**config.mk**
```make
export PLATFORM = sky130hd
export DESIGN_NAME = mtr_status_rx_stats
export DESIGN_NICKNAME = d
export VERILOG_FILES = /design/src/include/mtr_pkg.sv /design/src/design/mtr_sync.sv /design/src/design/mtr_status_rx_stats.sv
export SDC_FILE = /design/constraint.sdc
export NUM_CORES = 1
export LEC_CHECK = 0
export ABC_CLOCK_PERIOD_IN_PS = 4380
export BUFFER_PORTS_ARGS = -buffer_cell sky130_fd_sc_hd__buf_2
export CORE_MARGIN = 2
export CORE_UTILIZATION = 52
export CTS_CLUSTER_SIZE = 40
export DETAILED_ROUTE_END_ITERATION = 10
export PLACE_DENSITY = 0.76
export RECOVER_POWER = 25
export SYNTH_ARGS = -nofsm -noshare
export SYNTH_HDL_FRONTEND = slang
export SYNTH_SLANG_ARGS = --single-unit
```
**constraint.sdc**
```tcl
create_clock -name clk_i -period 4.38 [get_ports clk_i]
set_input_delay 0.657 -clock clk_i [delete_from_list [all_inputs] [get_ports clk_i]]
set_output_delay 0.657 -clock clk_i [all_outputs]
set_load 0.02 [all_outputs]
```
**src/include/mtr_pkg.sv**
```systemverilog
// Package: constants of the transmit-status, receive-control and statistics
// block. Assumes one 250 MHz controller clock.
package mtr_pkg;

  // ------------------------------------------------------------------
  // Register offsets (bank 0, byte address of the even byte)
  // ------------------------------------------------------------------
  localparam logic [3:0] OFS_TX_STATUS = 4'h2;
  localparam logic [3:0] OFS_RX_CTRL   = 4'h4;
  localparam logic [3:0] OFS_COUNTERS  = 4'h6;

  // ------------------------------------------------------------------
  // transmit_outcome_status bit positions
  // ------------------------------------------------------------------
  localparam int ST_UNDERRUN = 15;
  localparam int ST_LINK_OK  = 14;
  localparam int ST_COUNTER_ROLLOVER_FLAG  = 12;
  localparam int ST_EXCESSIVE_DEFERRAL_FLAG  = 11;
  localparam int ST_LOST     = 10;
  localparam int ST_LATE_COLLISION_FLAG   = 9;
  localparam int ST_DEFR     = 7;
  localparam int ST_BRD      = 6;
  localparam int ST_SIGNAL_QUALITY_ERROR_FLAG     = 5;
  localparam int ST_COL16    = 4;
  localparam int ST_MULT     = 3;
  localparam int ST_MULTIPLE_COLLISION_FLAG   = 2;
  localparam int ST_SNGL     = 1;
  localparam int ST_SUC      = 0;

  // ------------------------------------------------------------------
  // receive_control bit positions and reset value
  // ------------------------------------------------------------------
  localparam int RC_SOFT_RST = 15;
  localparam int RC_CARRIER_FILTER_ENABLE = 14;
  localparam int RC_ABORT_EN = 13;
  localparam int RC_STRIP    = 9;
  localparam int RC_RECEIVE_ENABLE     = 8;
  localparam int RC_ACCEPT_ALL_MULTICAST    = 2;
  localparam int RC_PROMISCUOUS_ENABLE     = 1;
  localparam int RC_RX_ABORT = 0;
  localparam logic [15:0] RX_CTRL_RESET = 16'h0000;

  // ------------------------------------------------------------------
  // tx_event_counters field positions (low bit of each nibble)
  // ------------------------------------------------------------------
  localparam int CN_SNGL = 0;
  localparam int CN_MUL  = 4;
  localparam int CN_DEF  = 8;
  localparam int CN_EXC  = 12;
  localparam logic [3:0] CNT_MAX = 4'hF;

  // ------------------------------------------------------------------
  // Timing
  // ------------------------------------------------------------------
  localparam int CLK_PERIOD_PS   = 4000;
  localparam int DEFER_WIN_NS    = 6400;
  // Longest time: rounds down
  localparam int DEFER_WIN_CYC   = (DEFER_WIN_NS * 1000) / CLK_PERIOD_PS;
  localparam int EXC_DEFER_BYTES = 1518 * 2;
  localparam int LATE_COL_BYTES  = 64;
  localparam int COL_LIMIT       = 16;
  localparam int CARR_FILT_NIBS  = 3;
  localparam int RX_MAX_BYTES    = 2048;
  localparam int FCS_BYTES       = 4;

  typedef enum logic [1:0] {RX_IDLE, RX_FRAME, RX_DROP} mtr_rx_state_t;

endpackage

```
**src/design/mtr_sync.sv**
```systemverilog
// Two-stage synchroniser for a vector of independent level inputs.
// Assumes each bit is a slow level; no bus coherence is kept across bits.
`timescale 1ns/1ps
module mtr_sync #(
  parameter int WIDTH = 1
) (
  input  wire logic             clk_i,
  input  wire logic             rstn_i,
  input  wire logic [WIDTH-1:0] d_i,
  output logic      [WIDTH-1:0] q_o
);

  logic [WIDTH-1:0] meta;

  // Refuse a vector with no bits at elaboration
  if (WIDTH < 1)
  begin
    $error("mtr_sync: WIDTH must be at least 1");
  end

  // First stage feeds only the second
  always_ff @(posedge clk_i or negedge rstn_i)
  begin
    if (!rstn_i)
    begin
      meta <= '0;
      q_o  <= '0;
    end
    else
    begin
      meta <= d_i;
      q_o  <= meta;
    end
  end

endmodule

```
**src/design/mtr_status_rx_stats.sv**
```systemverilog
// Transmit outcome status, receive control and transmit statistics.
// Assumes the transmit engine and host port run on clk_i; PHY pins
// (carrier, collision, receive-valid, link) are asynchronous.
`timescale 1ns/1ps

module mtr_status_rx_stats (
  input  wire logic        clk_i,
  input  wire logic        rstn_i,
  // Register port (bank 0 selected outside)
  input  wire logic        reg_bank0_i,
  input  wire logic [3:0]  reg_addr_i,
  input  wire logic [1:0]  reg_be_i,
  input  wire logic        reg_wr_i,
  input  wire logic        reg_rd_i,
  input  wire logic [15:0] reg_wdata_i,
  output logic      [15:0] reg_rdata_o,
  // Transmit control bits kept elsewhere
  input  wire logic        tx_enable_set_i,
  input  wire logic        stop_on_quality_error_i,
  input  wire logic        switched_full_duplex_i,
  input  wire logic        carrier_monitor_enable_i,
  input  wire logic        full_duplex_rx_i,
  output logic             tx_enable_clear_o,
  // Transmit engine events
  input  wire logic        byte_tick_i,
  input  wire logic        tx_start_i,
  input  wire logic        tx_is_broadcast_i,
  input  wire logic        tx_is_multicast_i,
  input  wire logic        tx_preamble_end_i,
  input  wire logic        tx_deferring_i,
  input  wire logic        tx_underrun_i,
  input  wire logic        tx_done_i,
  input  wire logic        sqe_pulse_i,
  output logic             tx_jam_o,
  output logic             status_mem_we_o,
  output logic      [15:0] status_mem_data_o,
  // PHY pins
  input  wire logic        link_input_pin_n,
  input  wire logic        crs_i,
  input  wire logic        col_i,
  input  wire logic        rx_dv_i,
  // Receive path
  input  wire logic        nibble_tick_i,
  input  wire logic        rx_byte_i,
  input  wire logic        rx_da_valid_i,
  input  wire logic        rx_da_multicast_i,
  input  wire logic        rx_da_broadcast_i,
  input  wire logic        rx_da_unicast_hit_i,
  input  wire logic        rx_da_table_hit_i,
  output logic             rx_active_o,
  output logic             rx_accept_o,
  output logic             rx_abort_o,
  output logic             rx_frame_done_o,
  output logic      [11:0] rx_len_o,
  output logic             rx_store_fcs_o,
  output logic             soft_reset_o,
  output logic             link_irq_o,
  output logic             rollover_irq_o
);

  // ------------------------------------------------------------------
  // State
  // ------------------------------------------------------------------
  typedef struct packed {
    logic [15:0]           rdata;
    logic [15:0]           st;
    logic [15:0]           rc;
    logic [15:0]           cnt;
    logic                  tx_active;
    logic                  defer_seen;
    logic                  exc_seen;
    logic [4:0]            ncol;
    logic [6:0]            tx_bytes;
    logic [11:0]           defer_bytes;
    logic                  ifg_on;
    logic [10:0]           ifg_cyc;
    logic                  sqe_seen;
    logic                  stat_we;
    logic [15:0]           stat_data;
    logic                  txen_clr;
    logic                  jam;
    logic                  link_irq;
    logic                  rol_irq;
    logic [1:0]            cfilt;
    logic                  crs_filt;
    mtr_pkg::mtr_rx_state_t rx_state;
    logic [11:0]           rx_len;
    logic                  rx_accept;
    logic                  rx_abort_p;
    logic                  rx_done_p;
    logic [11:0]           rx_len_out;
    logic                  rx_act;
    logic                  keep_fcs;
  } mtr_state_t;

  mtr_state_t s;
  mtr_state_t next_s;
  logic [1:0] rst_sync;
  logic       rstn;
  logic [3:0] pins;
  logic       link_s;
  logic       crs_s;
  logic       col_s;
  logic       dv_s;

  // ------------------------------------------------------------------
  // Reset release and pin synchronisers
  // ------------------------------------------------------------------
  always_ff @(posedge clk_i or negedge rstn_i)
  begin
    if (!rstn_i)
      rst_sync <= 2'h0;
    else
      rst_sync <= {rst_sync[0], 1'b1};
  end
  assign rstn = rst_sync[1];

  mtr_sync #(.WIDTH(4)) u_sync (
    .clk_i  (clk_i),
    .rstn_i (rstn),
    .d_i    ({link_input_pin_n, crs_i, col_i, rx_dv_i}),
    .q_o    (pins)
  );
  assign {link_s, crs_s, col_s, dv_s} = pins;

  // ------------------------------------------------------------------
  // Next state
  // ------------------------------------------------------------------
  always_comb
  begin
    logic       wr_rc;
    logic       rd_cnt;
    logic       hdx;
    logic       col_ev;
    logic       fatal;
    logic       detect;
    logic [3:0] inc;
    logic [3:0] c;
    next_s = s;
    wr_rc  = reg_bank0_i && reg_wr_i && reg_addr_i == mtr_pkg::OFS_RX_CTRL;
    rd_cnt = reg_bank0_i && reg_rd_i
             && reg_addr_i == mtr_pkg::OFS_COUNTERS;
    // Full duplex blinds the transmitter to carrier and collision
    hdx    = !switched_full_duplex_i;
    col_ev = col_s && hdx && s.tx_active;
    fatal  = 1'b0;
    inc    = 4'h0;
    detect = 1'b0;
    c      = 4'h0;
    next_s.stat_we    = 1'b0;
    next_s.txen_clr   = 1'b0;
    next_s.link_irq   = 1'b0;
    next_s.rol_irq    = 1'b0;
    next_s.rx_abort_p = 1'b0;
    next_s.rx_done_p  = 1'b0;

    if (s.rc[mtr_pkg::RC_SOFT_RST])
    begin
      // Held in reset until the host writes the bit low
      next_s = '0;
      next_s.rc[mtr_pkg::RC_SOFT_RST] = 1'b1;
    end
    else
    begin
      // Link level and change event
      next_s.st[mtr_pkg::ST_LINK_OK] = !link_s;
      if (s.st[mtr_pkg::ST_LINK_OK] == link_s)
        next_s.link_irq = 1'b1;

      // Re-enabling transmit clears sticky errors; events below win
      if (tx_enable_set_i)
      begin
        next_s.st[mtr_pkg::ST_UNDERRUN] = 1'b0;
        next_s.st[mtr_pkg::ST_LOST]     = 1'b0;
        next_s.st[mtr_pkg::ST_LATE_COLLISION_FLAG]   = 1'b0;
        next_s.st[mtr_pkg::ST_SIGNAL_QUALITY_ERROR_FLAG]     = 1'b0;
        next_s.st[mtr_pkg::ST_COL16]    = 1'b0;
        next_s.st[mtr_pkg::ST_SUC]      = 1'b0;
      end
      if (!stop_on_quality_error_i)
        next_s.st[mtr_pkg::ST_SIGNAL_QUALITY_ERROR_FLAG] = 1'b0;

      if (tx_start_i)
      begin
        if (s.st[mtr_pkg::ST_SUC])
        begin
          next_s.st[mtr_pkg::ST_SNGL]   = 1'b0;
          next_s.st[mtr_pkg::ST_MULTIPLE_COLLISION_FLAG] = 1'b0;
        end
        next_s.st[mtr_pkg::ST_SUC]  = 1'b0;
        next_s.st[mtr_pkg::ST_BRD]  = tx_is_broadcast_i;
        next_s.st[mtr_pkg::ST_MULT] = tx_is_multicast_i;
        next_s.tx_active = 1'b1;
        next_s.ncol      = 5'h00;
        next_s.tx_bytes  = 7'h00;
        next_s.jam       = 1'b0;
      end
      else if (s.tx_active && byte_tick_i
               && s.tx_bytes != 7'(mtr_pkg::LATE_COL_BYTES))
        next_s.tx_bytes = s.tx_bytes + 7'h01;

      // Deferral length, counted in byte times
      if (tx_deferring_i && hdx && byte_tick_i)
      begin
        if (s.defer_bytes != 12'(mtr_pkg::EXC_DEFER_BYTES))
          next_s.defer_bytes = s.defer_bytes + 12'h001;
        else
        begin
          next_s.st[mtr_pkg::ST_EXCESSIVE_DEFERRAL_FLAG] = 1'b1;
          next_s.exc_seen = 1'b1;
        end
      end

      // Early part of the interframe gap
      if (s.ifg_on)
      begin
        next_s.ifg_cyc = s.ifg_cyc + 11'h001;
        if (crs_s && hdx)
        begin
          next_s.st[mtr_pkg::ST_DEFR] = 1'b1;
          next_s.defer_seen = 1'b1;
        end
        if (sqe_pulse_i)
          next_s.sqe_seen = 1'b1;
        if (s.ifg_cyc == 11'(mtr_pkg::DEFER_WIN_CYC - 1))
        begin
          next_s.ifg_on = 1'b0;
          // Checked when the gap window closes; only then is absence known
          if (stop_on_quality_error_i && hdx && !s.sqe_seen && !sqe_pulse_i)
          begin
            next_s.st[mtr_pkg::ST_SIGNAL_QUALITY_ERROR_FLAG] = 1'b1;
            next_s.st[mtr_pkg::ST_SUC]  = 1'b0;
            next_s.txen_clr = 1'b1;
          end
        end
      end

      if (tx_underrun_i)
      begin
        next_s.st[mtr_pkg::ST_UNDERRUN] = 1'b1;
        next_s.txen_clr = 1'b1;
      end
      if (tx_preamble_end_i && carrier_monitor_enable_i && hdx && !crs_s)
      begin
        next_s.st[mtr_pkg::ST_LOST] = 1'b1;
        next_s.txen_clr = 1'b1;
      end

      if (col_ev && s.ncol != 5'(mtr_pkg::COL_LIMIT))
      begin
        next_s.ncol = s.ncol + 5'h01;
        next_s.st[mtr_pkg::ST_SNGL] = 1'b1;
        if (s.ncol != 5'h00)
          next_s.st[mtr_pkg::ST_MULTIPLE_COLLISION_FLAG] = 1'b1;
        if (s.tx_bytes == 7'(mtr_pkg::LATE_COL_BYTES))
        begin
          next_s.st[mtr_pkg::ST_LATE_COLLISION_FLAG] = 1'b1;
          next_s.jam      = 1'b1;
          next_s.txen_clr = 1'b1;
        end
        if (s.ncol == 5'(mtr_pkg::COL_LIMIT - 1))
        begin
          next_s.st[mtr_pkg::ST_COL16] = 1'b1;
          next_s.txen_clr = 1'b1;
        end
      end

      // Statistics: read clears first, then this packet's increment
      if (rd_cnt)
      begin
        next_s.cnt = 16'h0000;
        next_s.st[mtr_pkg::ST_COUNTER_ROLLOVER_FLAG] = 1'b0;
      end

      if (tx_done_i)
      begin
        fatal = next_s.st[mtr_pkg::ST_COL16] | next_s.st[mtr_pkg::ST_SIGNAL_QUALITY_ERROR_FLAG]
              | next_s.st[mtr_pkg::ST_UNDERRUN]
              | next_s.st[mtr_pkg::ST_LOST]
              | next_s.st[mtr_pkg::ST_LATE_COLLISION_FLAG];
        next_s.st[mtr_pkg::ST_SUC] = !fatal;
        inc[0] = !fatal && next_s.ncol == 5'h01;
        inc[1] = next_s.ncol >= 5'h02;
        inc[2] = next_s.defer_seen | tx_deferring_i;
        inc[3] = next_s.exc_seen;
        // Snapshot taken before end-of-packet clears
        next_s.stat_we   = 1'b1;
        next_s.stat_data = next_s.st;
        next_s.st[mtr_pkg::ST_EXCESSIVE_DEFERRAL_FLAG] = 1'b0;
        next_s.st[mtr_pkg::ST_DEFR]    = 1'b0;
        next_s.defer_seen  = 1'b0;
        next_s.exc_seen    = 1'b0;
        next_s.defer_bytes = 12'h000;
        next_s.tx_active   = 1'b0;
        next_s.jam         = 1'b0;
        next_s.ifg_on      = 1'b1;
        next_s.ifg_cyc     = 11'h000;
        next_s.sqe_seen    = 1'b0;
      end

      for (int k = 0; k < 4; k++)
      begin
        c = next_s.cnt[k*4 +: 4];
        if (inc[k] && c != mtr_pkg::CNT_MAX)
        begin
          next_s.cnt[k*4 +: 4] = c + 4'h1;
          if (c == mtr_pkg::CNT_MAX - 4'h1)
          begin
            next_s.st[mtr_pkg::ST_COUNTER_ROLLOVER_FLAG] = 1'b1;
            next_s.rol_irq = 1'b1;
          end
        end
      end

      // Receive carrier filter
      if (!crs_s)
      begin
        next_s.cfilt    = 2'h0;
        next_s.crs_filt = 1'b0;
      end
      else if (!s.rc[mtr_pkg::RC_CARRIER_FILTER_ENABLE])
        next_s.crs_filt = 1'b1;
      else if (nibble_tick_i)
      begin
        if (s.cfilt == 2'(mtr_pkg::CARR_FILT_NIBS - 1))
          next_s.crs_filt = 1'b1;
        else
          next_s.cfilt = s.cfilt + 2'h1;
      end
      detect = s.crs_filt | dv_s;

      case (s.rx_state)
        mtr_pkg::RX_IDLE:
        begin
          next_s.rx_accept = 1'b0;
          if (detect && s.rc[mtr_pkg::RC_RECEIVE_ENABLE])
          begin
            next_s.rx_state = mtr_pkg::RX_FRAME;
            next_s.rx_len   = 12'h000;
          end
        end
        mtr_pkg::RX_FRAME:
        begin
          // Enable is not looked at here so the frame completes
          if (!detect)
          begin
            next_s.rx_state   = mtr_pkg::RX_IDLE;
            next_s.rx_done_p  = 1'b1;
            next_s.rx_len_out = s.rc[mtr_pkg::RC_STRIP]
                              ? s.rx_len - 12'(mtr_pkg::FCS_BYTES)
                              : s.rx_len;
          end
          else if (col_s && s.rc[mtr_pkg::RC_ABORT_EN] && hdx)
          begin
            next_s.rx_state   = mtr_pkg::RX_DROP;
            next_s.rx_abort_p = 1'b1;
            next_s.rx_accept  = 1'b0;
          end
          else if (rx_byte_i)
          begin
            if (s.rx_len == 12'(mtr_pkg::RX_MAX_BYTES))
            begin
              next_s.rx_state   = mtr_pkg::RX_DROP;
              next_s.rx_abort_p = 1'b1;
              next_s.rx_accept  = 1'b0;
              next_s.rc[mtr_pkg::RC_RX_ABORT] = 1'b1;
            end
            else
              next_s.rx_len = s.rx_len + 12'h001;
          end
          if (rx_da_valid_i && detect)
          begin
            if (s.rc[mtr_pkg::RC_PROMISCUOUS_ENABLE])
              next_s.rx_accept = full_duplex_rx_i
                               || !s.tx_active;
            else
              next_s.rx_accept = rx_da_unicast_hit_i
                || rx_da_broadcast_i
                || (rx_da_multicast_i && (s.rc[mtr_pkg::RC_ACCEPT_ALL_MULTICAST]
                    || rx_da_table_hit_i));
          end
        end
        mtr_pkg::RX_DROP:
        begin
          if (!detect)
            next_s.rx_state = mtr_pkg::RX_IDLE;
        end
        default:
          next_s.rx_state = mtr_pkg::RX_IDLE;
      endcase
    end

    // Host writes to receive_control; reserved bits stay zero
    if (wr_rc)
    begin
      if (reg_be_i[1])
      begin
        next_s.rc[mtr_pkg::RC_SOFT_RST] = reg_wdata_i[mtr_pkg::RC_SOFT_RST];
        next_s.rc[mtr_pkg::RC_CARRIER_FILTER_ENABLE] = reg_wdata_i[mtr_pkg::RC_CARRIER_FILTER_ENABLE];
        next_s.rc[mtr_pkg::RC_ABORT_EN] = reg_wdata_i[mtr_pkg::RC_ABORT_EN];
        next_s.rc[mtr_pkg::RC_STRIP]    = reg_wdata_i[mtr_pkg::RC_STRIP];
        next_s.rc[mtr_pkg::RC_RECEIVE_ENABLE]     = reg_wdata_i[mtr_pkg::RC_RECEIVE_ENABLE];
      end
      if (reg_be_i[0])
      begin
        next_s.rc[mtr_pkg::RC_ACCEPT_ALL_MULTICAST] = reg_wdata_i[mtr_pkg::RC_ACCEPT_ALL_MULTICAST];
        next_s.rc[mtr_pkg::RC_PROMISCUOUS_ENABLE]  = reg_wdata_i[mtr_pkg::RC_PROMISCUOUS_ENABLE];
        // A new abort in the same cycle outranks the host's clear
        if (!next_s.rx_abort_p || s.rc[mtr_pkg::RC_SOFT_RST])
          next_s.rc[mtr_pkg::RC_RX_ABORT] =
            reg_wdata_i[mtr_pkg::RC_RX_ABORT];
      end
    end

    // Read data, one cycle after the strobe
    next_s.rdata = 16'h0000;
    if (reg_bank0_i && reg_rd_i)
    begin
      case (reg_addr_i)
        mtr_pkg::OFS_TX_STATUS: next_s.rdata = s.st;
        mtr_pkg::OFS_RX_CTRL:   next_s.rdata = s.rc;
        mtr_pkg::OFS_COUNTERS:  next_s.rdata = s.cnt;
        default:                next_s.rdata = 16'h0000;
      endcase
    end
    // Registered here so these pins come straight from flip-flops
    next_s.rx_act   = next_s.rx_state == mtr_pkg::RX_FRAME;
    next_s.keep_fcs = !next_s.rc[mtr_pkg::RC_STRIP];
  end

  // ------------------------------------------------------------------
  // Registers
  // ------------------------------------------------------------------
  always_ff @(posedge clk_i or negedge rstn)
  begin
    if (!rstn)
      s <= '0;
    else
      s <= next_s;
  end

  assign reg_rdata_o       = s.rdata;
  assign tx_enable_clear_o = s.txen_clr;
  assign tx_jam_o          = s.jam;
  assign status_mem_we_o   = s.stat_we;
  assign status_mem_data_o = s.stat_data;
  assign rx_active_o       = s.rx_act;
  assign rx_accept_o       = s.rx_accept;
  assign rx_abort_o        = s.rx_abort_p;
  assign rx_frame_done_o   = s.rx_done_p;
  assign rx_len_o          = s.rx_len_out;
  assign rx_store_fcs_o    = s.keep_fcs;
  assign soft_reset_o      = s.rc[mtr_pkg::RC_SOFT_RST];
  assign link_irq_o        = s.link_irq;
  assign rollover_irq_o    = s.rol_irq;

endmodule

```
Word-level counts from Yosys, hierarchy flattened

Cells that the tools add are included.
W data, S select, Z words.

Bits in registers: 159
Input bits: 52
Output and inout port bits: 55
Word-level logic and storage cells: 280

Add/sub/neg operators: 11
$lt $le $gt $ge: 1
Eq/ne operators: 38
Multiplexer cells: 132
Bitwise gates (word level): 6
Reduce and logical (&&, ||, !) cells: 60

Operators by type and width:

| kind                    | number |
|---|---|
| $mux W110               | 1 |
| $mux W1                 | 74 |
| $mux W16                | 4 |
| $mux W12                | 5 |
| $pmux W16 S3            | 1 |
| $mux W14                | 3 |
| $mux W42                | 1 |
| $mux W2                 | 17 |
| $mux W4                 | 8 |
| $logic_and A1 B1 Y1     | 28 |
| $ne A4 B4 Y1 const B    | 7 |
| $mux W13                | 2 |
| $pmux W13 S2            | 1 |
| $add A12 B1 Y12 const B | 2 |
| $ne A3 B3 Y1 const B    | 8 |
| $mux W3                 | 7 |
| $reduce_bool A3 Y1      | 7 |
| $add A4 B1 Y4 const B   | 4 |
| $eq A4 B4 Y1 const B    | 4 |
| $mux W15                | 1 |
| $mux W5                 | 3 |
| $ne A5 B5 Y1 const B    | 3 |
| $mux W7                 | 2 |
| $eq A12 B12 Y1 const B  | 1 |
| 30 further kinds        | 54 |

Longest topological paths before layout

Gate-level depths: netlist of the first run.

Depth in word-level cells: 30
Gate-level depth with buffers: 12
Depth with buffers taken out: 10

Cells and area by module

A second synthesis of the first run with hierarchy kept.

Cells, all modules: 813
Area total of the unflattened synthesis: 7960.1 sq um

By module, submodules not included:

| module              | times used | cells an instance | area an instance (sq um) | seq. area each (sq um) |
|---|---|---|---|---|
| mtr_status_rx_stats | 1          | 805               | 7759.9                   | 3728.6 |
| mtr_sync            | 1          | 8                 | 200.2                    | 200.2 |

Worst setup path after synthesis of the first run

No wires, ideal clock.

Path kind: input-to-reg
Start: input port reg_addr_i[3]
End: register s[106] in the netlist's numbering
Library setup time: 121 ps
Data arrival time: 2619 ps
Data required time: 4259 ps
Setup slack: 1640 ps
Stages: 11
Path buffers: 3
Cells stage by stage: and4bb_1 -> buf_2 -> nand3_1 -> clkbuf_8 -> clkbuf_8 -> and2_1 -> ha_1 -> a41oi_1 -> nand4_1 -> xor2_1 -> nor2_1

RTL lines:

| what                 | RTL line                   | text |
|---|---|---|
| start, declared      | mtr_status_rx_stats.sv:11  | `input wire logic [3:0] reg_addr_i,` |
| end signal, assigned | mtr_status_rx_stats.sv:439 | `s <= next_s;` |
| end, declared        | mtr_status_rx_stats.sv:96  | `mtr_state_t s;` |

==> flow_summary.toml, run 1 <==
[floorplan]
die_x_um = 128
die-area_sq_um = 16300
core_sq_um = 15100
rows = 45
die_h_um = 128
pin_count = 107
initial_core_util_pct = 52.8

[finish]
stdcell_area_sq_um = 8870
fin_nets = 940
insertedDiodeCount = 0
drive_above_1_share_pct = 17.7
area_growth_pct = 11.4
nFillCells = 1319

[placement]
place_area_sq_um = 8260
portBuffers = 96
routabilityCongestion = 0.897
dpl.hpwl_um = 12200

[setup_path]
crit_fanout = 22
criticalPathCategory = "in2reg"
slowest_stage = "and4bb_1"
worstPathArrival_ns = 3.51
critPathCaptureType = "flip-flop"
critPathMaxStageDelay_ns = 0.59
cpMostUsedCell = "inv_1"
start_kind = "input pin"
crit_required_ns = 4.69
path_cells = "clkbuf_1 -> and4bb_1 -> nand3_1 -> buf_4 -> nand2_1 -> inv_1 -> ha_1 -> inv_1 -> o221ai_1 -> nor3_1 -> xnor2_1 -> nor2_1"

[job]
maxCapViolCount = 1

[min_path]
hp-class = "in2reg"

[route]
post_drt_wl_per_cell_um = 16.3
viasPerCell = 5.57
drcViolationCount = 0
antenna_left = 0
drtIter0Drc = 469
wl_um = 17400
drt_first_pass_iters = 5
num_vias = 5948

[timing]
tns_ns = 0
tightest_slew_ns = 2.42
final_max_slew_viol_count = 60
finalCritPeriodShare_pct = 73.1
max_slew_margin_pct = -61.1
holdWs_ns = 0.326
skew_ns = 0.00976
period_minus_slack_ns = 3.20
fmax_mhz = 312
setup_viol = 0
rsz0062_at_grt = "false"
hold_violations = 0

[logic_synthesis]
avgSynthCellArea_sq_um = 9.79
synthArstFlopShare_pct = 100
yosys_most_used_dff = "dfrtp_1"
yosys-top-cells-area = "dfrtp_1, nor2_1, buf_4, nand2_1, ha_1"
synth_commonest_cells = "dfrtp_1, nor2_1, nand2_1, buf_4, a21oi_1"
yosysTopAreaCell = "dfrtp_1"
yosys_warnings = 0
ys_ff_latch = 157
synth_cells = 813
yosysUniqueCellTypes = 75
synthesis.area_sq_um = 7960
yosysMostFrequentCell = "dfrtp_1"
synth_edf_count = 0
yosysTopAreaCellShare_pct = 49.3
yosysSeqAreaShare_pct = 49.3

[status]
violations = "capacitance limit, slew limit"
status = "finished, violations left"

[clock_tree]
tritoncts = "built"
clock_sinks = 157
cts_hold_buf = 1
post_cts_buffers = 0
clock_latency_ns = 0.44
cts_resized = 0
cts.clk_slew.worst_paths_ns = 0.06
cts-root-buf = "clkbuf_16"
cts_buffer_depth = 2
h-tree-depth = 4
cts_buffers = 17

[global_routing]
grt_max_degree = 60
grt_overflow_total = 0
grt_pass1_wl_um = 28600
grt_pass1_vias = 5792
track_usage_pct = 22.4
antenna_found_initial = 0

[power]
power_mw = 3.63
power_density_nw_per_um2 = 409
ir_drop_v = 0.000268
power_leakage_nw = 4.19
[worst paths after layout]
path,slack (ns),startpoint,endpoint,depth (start not counted)
worst max-delay path,1.18,reg_addr_i[1],s[110]$_DFF_PN0_,12
worst min-delay path,0.33,crs_i,u_sync.meta[2]$_DFF_PN0_,1
worst max register to register,1.67,rst_sync[1]$_DFF_PN0_,s[92]$_DFF_PN0_,1
worst min register to register,0.35,u_sync.meta[0]$_DFF_PN0_,u_sync.q_o[0]$_DFF_PN0_,0
max in group asynchronous,1.67,rst_sync[1]$_DFF_PN0_,s[92]$_DFF_PN0_,1
min in group asynchronous,0.54,rstn_i,rst_sync[1]$_DFF_PN0_,2
[where the power goes]
part / total, mW / internal (mW) / switching (mW)
clock: 1.55 / 0.966 / 0.579
sequential: 1.64 / 1.54 / 0.0960
combinational: 0.445 / 0.156 / 0.289
total: 3.63 / 2.66 / 0.964
[layer usage]
layer	GRT usage, %	wire (um)	vias to the layer above
li1	-	-	2860
met1	31.1	8060	2896
met2	35.1	8100	167
met3	4.55	879	25
met4	8.08	349	0
met5	0	0	-
[cell type report]
cell class,instances,area [sq um],share of cell area (%)
Multi-Input combinational cell,556,3450,38.9
Sequential cell,157,3930,44.3
Timing Repair Buffer,103,524,5.91
Tap cell,188,235,2.65
Clock inverter,11,166,1.88
Clock buffer,21,450,5.08
Inverter,31,116,1.31
[state kept, by name, indices dropped and copies added (netlist names)]
register	count
rx_abort_o	1
link_irq_o	1
rx_len_o	12
rx_accept_o	1
s	94
reg_rdata_o	16
u_sync.q_o	4
tx_jam_o	1
rx_frame_done_o	1
status_mem_data_o	14
status_mem_we_o	1
tx_enable_clear_o	1
rst_sync	2
rollover_irq_o	1
u_sync.meta	4
rx_active_o	1
soft_reset_o	1
rx_store_fcs_o	1
[worst max-delay path: cells and delay by family]
kind / cells / cell delay [ns]
buffers and inverters: 4 / 0.94
adders and majority gates: 1 / 0.21
and+or+nand+nor: 5 / 1.34
xor gates and xnor gates: 1 / 0.17
AOI/OAI and AO/OA: 1 / 0.22
[placed cells by master (no fill, tap or decap), drive strengths merged, types with 4 or more instances in the layout]
cell    instances
mux2i          15
nand3b          4
dfrtp         157
xor2           28
and2            7
buf            95
xnor2          24
nor3           17
mux2            4
a31o            7
or3             4
inv            31
nor2b           5
nand4          20
bufinv          4
o21ai          31
a22oi           9
nand2          83
a211oi         10
a21oi          37
nand3          19
and4            6
ha             22
and3           15
clkinv          7
clkbuf         28
nor4            8
nor2          127
[through the flow]
| stage | utilization [%] | instances | worst slack [ns] |
|---|---|---|---|
| 6_report | 58.8 | 1067 | 1.18 |
| 3_3_place_gp | 54.7 | 1034 | 1.23 |
| 4_1_cts | 58.9 | 1067 | 1.50 |
| 3_5_place_dp | 54.7 | 1034 | 1.14 |
| 5_1_grt | 58.8 | 1067 | 1.03 |
| 2_1_floorplan | - | 814 | 1.64 |
[kinds of logic (layout without fill, tap and decap cells)]
| family | count (synthesis) | after routing | synth area share (%) |
|---|---|---|---|
| adder cells (fa/ha/maj) | 22 | 22 | 3.46 |
| XOR/XNOR | 52 | 52 | 5.72 |
| AND/OR/NAND/NOR | 339 | 339 | 21.4 |
| flip-flops | 157 | 157 | 49.3 |
| other | 2 | 3 | 0.0943 |
| AO/OA/AOI/OAI | 121 | 121 | 10.1 |
| buffers and inverters | 101 | 166 | 7.39 |
| multiplexers | 19 | 19 | 2.50 |
(Power assumes the default switching activity.)
==> run 2: changes to the inputs <==
- ABC_AREA: unset -> 1
- ABC_CLOCK_PERIOD_IN_PS: 4380 -> 3300
- CORE_UTILIZATION: 52 -> 55
- clock period: 4.38 -> 3.3 ns (I/O delays scaled with it)
==> run 2 against run 1 <==
Effect of this change:
- the run still ends with capacitance limit, slew limit left
- final area rose by 3.1%
- register-to-register slack worse by 0.59 ns
- critical path depth increased by 4
- via count up 14%
- routed wire length grew 10%
- synthesized cell count grew 23%
- hold slack got worse by 0.15 ns
- cell count grew 18%
- die area fell by 2.4%
- clock power is 26% higher
- global-route usage grew 2.8 points
==> flow_summary.toml, run 2 <==
[status]
status = "finished, violations left"
violations = "capacitance limit, slew limit"

[timing]
max_slew_margin_pct = -35.3
skew_ns = 0.0103
fmax_mhz = 436
final_max_slew_viol_count = 49
setup_viol = 0
finalCritPeriodShare_pct = 69.5
rsz0062_at_grt = "false"
hold_violations = 0
tightest_slew_ns = 2.03
tns_ns = 0
period_minus_slack_ns = 2.29

[setup_path]
criticalPathCategory = "in2reg"
crit_required_ns = 3.65
worstPathArrival_ns = 2.64
rrSetupSlack_ns = 1.08
start_kind = "input pin"
critPathCaptureType = "flip-flop"
crit_fanout = 18

[clock_tree]
tritoncts = "built"
cts-root-buf = "clkbuf_16"
cts_buffers = 17
clock_latency_ns = 0.43
cts_buffer_depth = 2
h-tree-depth = 4
cts_resized = 0
clock_sinks = 157
cts.clk_slew.worst_paths_ns = 0.06

[placement]
portBuffers = 96
dp.cells = 1222
dpl.hpwl_um = 13900
routabilityCongestion = 0.871

[logic_synthesis]
synth_cells = 1001
ys_ff_latch = 157
yosysSeqAreaShare_pct = 47.8
yosysTopAreaCellShare_pct = 47.8
synth_commonest_cells = "nand2_1, dfrtp_1, inv_1, nor2_1, nand3_1"
synth-compound-area-share_pct = 10.9
synth_edf_count = 0
yosys_most_used_dff = "dfrtp_1"
yosys-top-cells-area = "dfrtp_1, nand2_1, inv_1, nor2_1, nand3_1"
avgSynthCellArea_sq_um = 8.21
synth-adder-area-share_pct = 3.35
synthesis.area_sq_um = 8220
yosysTopAreaCell = "dfrtp_1"
synthArstFlopShare_pct = 100
synthSimpleGateAreaFrac_pct = 24.4
synth.area.mux_share_pct = 0.244
yosys_warnings = 0
synth_top_family_by_area = "simple AND/OR/NAND/NOR gates"
synth_xor_area_share_pct = 1.60
yosysMostFrequentCell = "nand2_1"
yosysUniqueCellTypes = 52

[route]
wl_um = 19200
drtIter0Drc = 528
drcViolationCount = 0
drt_first_pass_iters = 7
viasPerCell = 5.43
antenna_left = 0
post_drt_wl_per_cell_um = 15.3
num_vias = 6806

[floorplan]
die_x_um = 126
rows = 44
core_sq_um = 14600
initial_core_util_pct = 56.3
die_h_um = 126
pin_count = 107
die-area_sq_um = 15900

[global_routing]
grt_max_degree = 51
track_usage_pct = 25.2
antenna_found_initial = 0
grt_pass1_wl_um = 31700
grt_overflow_total = 0
grt_pass1_vias = 6521

[finish]
largest_reg_flops = 94
insertedDiodeCount = 0
area_growth_pct = 11.3
nFillCells = 1238
fin_nets = 1132
drive_above_1_share_pct = 15.6
mostFrequentLayoutCell = "nand2_1"
most-common-layout-cells = "nand2_1, dfrtp_1, inv_1"
top_register = "s"
instances_no_fill = 1254

[job]
maxCapViolCount = 1

[min_path]
hp-class = "in2reg"

[power]
power_leakage_nw = 4.59
power_density_nw_per_um2 = 516
ir_drop_v = 0.000547
## run 2: cell types whose count changed in the layout (fill, tap and decap cells not counted), sizes merged, moves of 7 or more
cell / change
inv: +109
nand2: +105
nand3: +62
o21ai: +44
xnor2: -20
xor2: -17
and3: -14
mux2i: -13
a21oi: +12
nor2: -12
a211oi: -9
a31o: -7
and2: -7
## run 2: where the power goes
group          internal, mW  switching, mW  total (mW)  leakage [nW]
Sequential             2.04         0.0967        2.13          2.11
Combinational         0.183          0.455       0.639          2.19
Clock                  1.22          0.730        1.95         0.291
Total                  3.44           1.28        4.72          4.59
## run 2: critical path: stages
cell,delay [ns]
buf_2,0.10
nand2_1,0.26
inv_2,0.23
nand3_4,0.24
nand2_1,0.18
inv_1,0.10
ha_1,0.20
inv_1,0.05
nor2_1,0.05
nor2_2,0.09
nand3_1,0.12
nor2_4,0.18
nand2_1,0.10
nand2_1,0.07
nand2_1,0.05
nor2_1,0.11
## run 2: path summary, 6_finish.rpt
path,depth (start not counted),end,from
setup / recovery,16,s[97]$_DFF_PN0_,reg_bank0_i
hold / removal,1,u_sync.meta[3]$_DFF_PN0_,link_input_pin_n
setup reg to reg,1,rx_len_o[4]$_DFFE_PN0P_,rst_sync[1]$_DFF_PN0_
hold reg to reg,0,u_sync.q_o[3]$_DFF_PN0_,u_sync.meta[3]$_DFF_PN0_
max in group asynchronous,1,rx_len_o[4]$_DFFE_PN0P_,rst_sync[1]$_DFF_PN0_
min in group asynchronous,2,rst_sync[1]$_DFF_PN0_,rstn_i
## run 2: area by class of cell
cell class / count / area, sq um / share of cell area [%]
inverter: 141 / 529 / 5.79
timing repair buffer: 104 / 553 / 6.05
sequential: 157 / 3930 / 43.0
tap: 184 / 230 / 2.52
multi-input combinational: 637 / 3320 / 36.3
clock inverter: 8 / 115 / 1.26
clock buffer: 23 / 468 / 5.12
## run 2: cell families (layout without fill, tap and decap cells)
family,Yosys count,in the layout
other cells,2,3
mux,2,2
buf+inv,208,276
compound gates,160,160
fa+ha+maj,22,22
simple gates,435,435
flops,157,157
xor+xnor,15,15
## run 2: through the flow
step           setup WS (ns)  util (%)  hold WS [ns]  instance area [sq um]  total power [mW]
3_3_place_gp           0.708      58.8         0.280                   8570              2.78
6_report                1.01      62.7         0.174                   9150              4.72
3_5_place_dp           0.638      58.8         0.282                   8570              2.80
4_1_cts                 1.07      62.8         0.162                   9170              4.74
2_1_floorplan          0.700         -         0.199                   8220              2.61
5_1_grt                0.735      62.7         0.153                   9150              4.93
## run 2: repair_timing
| item | CTS | global route |
|---|---|---|
| hold endpoints to repair | 2 | 0 |
| setup buffers | 0 | 0 |
| setup endpoints to repair | 0 | 0 |
| hold buffers | 1 | 0 |
## run 2: metal layers
metal / global-route usage [%] / wire length, um / share of wire (%) / vias up
met5: 0 / 0 / 0 / -
li1: - / - / - / 3303
met4: 8.34 / 353 / 1.8 / 0
met2: 39.8 / 8830 / 46 / 275
met3: 5.14 / 1270 / 6.6 / 27
met1: 35.2 / 8770 / 46 / 3201
==> run 3: changes to the inputs <==
- ABC_CLOCK_PERIOD_IN_PS: 3300 -> 2160
- clock period: 3.3 -> 2.16 ns (I/O delays scaled with it)
==> run 3 against run 2 <==
Effect of this change:
- the flow now finishes without violations
- critical path depth fell by 4
- first-iteration DRC count rose by 12%
- utilization rose by 1.2 points
- clock power rose by 57%
- largest cell class unchanged
==> flow_summary.toml, run 3 (synthesized netlist as in run 2, its figures left out) <==
[status]
status = "finished, final reports clean"

[setup_path]
slowest_stage = "dfrtp_2"
crit_fanout = 6
criticalPathCategory = "reg2reg"
critPathMaxStageDelay_ns = 0.44
worstPathArrival_ns = 2.39
path_cells = "ha_1 -> nand2_1 -> nor2_1 -> ha_1 -> nand3_1 -> o21ai_1 -> nor2_1 -> nand3_1 -> nor2_4 -> buf_4 -> o21ai_1 -> a21oi_1"
crit_required_ns = 2.52
start_kind = "flip-flop"
critPathCaptureType = "flip-flop"
rrSetupSlack_ns = 0.12

[route]
viasPerCell = 5.39
drt-met1-wl_um = 8700
drt_first_pass_iters = 5
drtIter0Drc = 590
wl_um = 18800
top_layer = "met4"
num_vias = 6845
post_drt_wl_per_cell_um = 14.8
drcViolationCount = 0
dr_wl_met2_um = 8570
wl_met3_um = 1350
antenna_left = 0

[placement]
portBuffers = 96
place_ws_ns = 0.0936
routabilityCongestion = 0.900
place_area_sq_um = 8670
dpl.hpwl_um = 13800

[finish]
fin_nets = 1148
largest_reg_flops = 94
area_growth_pct = 13.4
nFillCells = 1238
drive_above_1_share_pct = 17.1
post-route-util_pct = 63.9
mostFrequentLayoutCell = "nand2_1"
insertedDiodeCount = 0
stdcell_area_sq_um = 9320
most-common-layout-cells = "nand2_1, dfrtp_1, inv_1"
top_register = "s"

[timing]
max_slew_margin_pct = 26.7
tightest_slew_ns = 1.10
fmax_mhz = 491
finalCritPeriodShare_pct = 94.2
skew_ns = 0.00855
tns_ns = 0
fin_ws_ns = 0.125
hold_violations = 0
setup_viol = 0
final_max_slew_viol_count = 0
period_minus_slack_ns = 2.04
holdWs_ns = 0.107

[floorplan]
core_sq_um = 14600
die_h_um = 126
die_x_um = 126
initial_core_util_pct = 56.3
rows = 44
pin_count = 107
die-area_sq_um = 15900

[clock_tree]
clock_latency_ns = 0.43
cts.clk_slew.worst_paths_ns = 0.06
h-tree-depth = 4
tritoncts = "built"
clock_sinks = 157
cts-root-buf = "clkbuf_16"
cts_buffers = 17
cts_buffer_depth = 2

[job]
maxCapViolCount = 0

[power]
power_leakage_nw = 4.67
ir_drop_v = 0.000641
power_density_nw_per_um2 = 789

[global_routing]
grt_max_degree = 45
grt_pass1_wl_um = 31500
track_usage_pct = 24.8
grt_pass1_vias = 6401
antenna_found_initial = 0
grt_overflow_total = 0

[min_path]
hp-class = "in2reg"
-- run 3: path summary, 6_finish.rpt --
path / start / to / depth (start not counted)
worst min register to register: u_sync.meta[0]$_DFF_PN0_ / u_sync.q_o[0]$_DFF_PN0_ / 0
worst max register to register: s[87]$_DFF_PN0_ / s[95]$_DFF_PN0_ / 12
max in group asynchronous: rst_sync[1]$_DFF_PN0_ / rx_len_o[4]$_DFFE_PN0P_ / 1
worst min-delay path: reg_wdata_i[2] / s[113]$_DFF_PN0_ / 3
worst max-delay path: s[87]$_DFF_PN0_ / s[95]$_DFF_PN0_ / 12
min in group asynchronous: rstn_i / rst_sync[0]$_DFF_PN0_ / 2
-- run 3: timing repair --
| item | in CTS | in global routing |
|---|---|---|
| endpoints found under the setup margin | 0 | 13 |
| endpoints found under the hold margin | 6 | 0 |
| buffers inserted | 0 | 1 |
| hold buffers | 5 | 0 |
| resized for setup | 0 | 8 |
-- run 3: final cells by class --
type                       instances  area [sq um]  area share (%)
sequential                       157          3930            42.2
multi-input combinational        637          3350            35.9
timing repair buffer             120           677            7.26
inverter                         141           529            5.68
clock buffer                      25           495            5.32
tap                              184           230            2.47
clock inverter                     7           110            1.18
-- run 3: routing by layer --
layer  global-route usage (%)  up-vias
li1                         -     3357
met3                     5.90       19
met5                        0        -
met2                     37.6      246
met4                     7.05        0
met1                     36.0     3223
-- run 3: metrics by stage --
stage               instances  total power [mW]
finish                   1271              7.35
global placement         1233              4.28
detailed placement       1233              4.30
floorplan                1002              3.98
CTS                      1270              7.37
global route             1271              7.68
-- run 3: critical path, delay by kind of cell, from the launching register on --
kind,cells,cell delay (ns)
flops,1,0.44
compound gates,3,0.25
buf+inv,1,0.14
simple gates,6,0.72
fa+ha+maj,2,0.40
-- run 3: where the power goes --
group          total [mW]  internal [mW]  switching, mW
sequential           3.24           3.11          0.134
combinational        1.03          0.315          0.720
clock                3.07           1.93           1.14
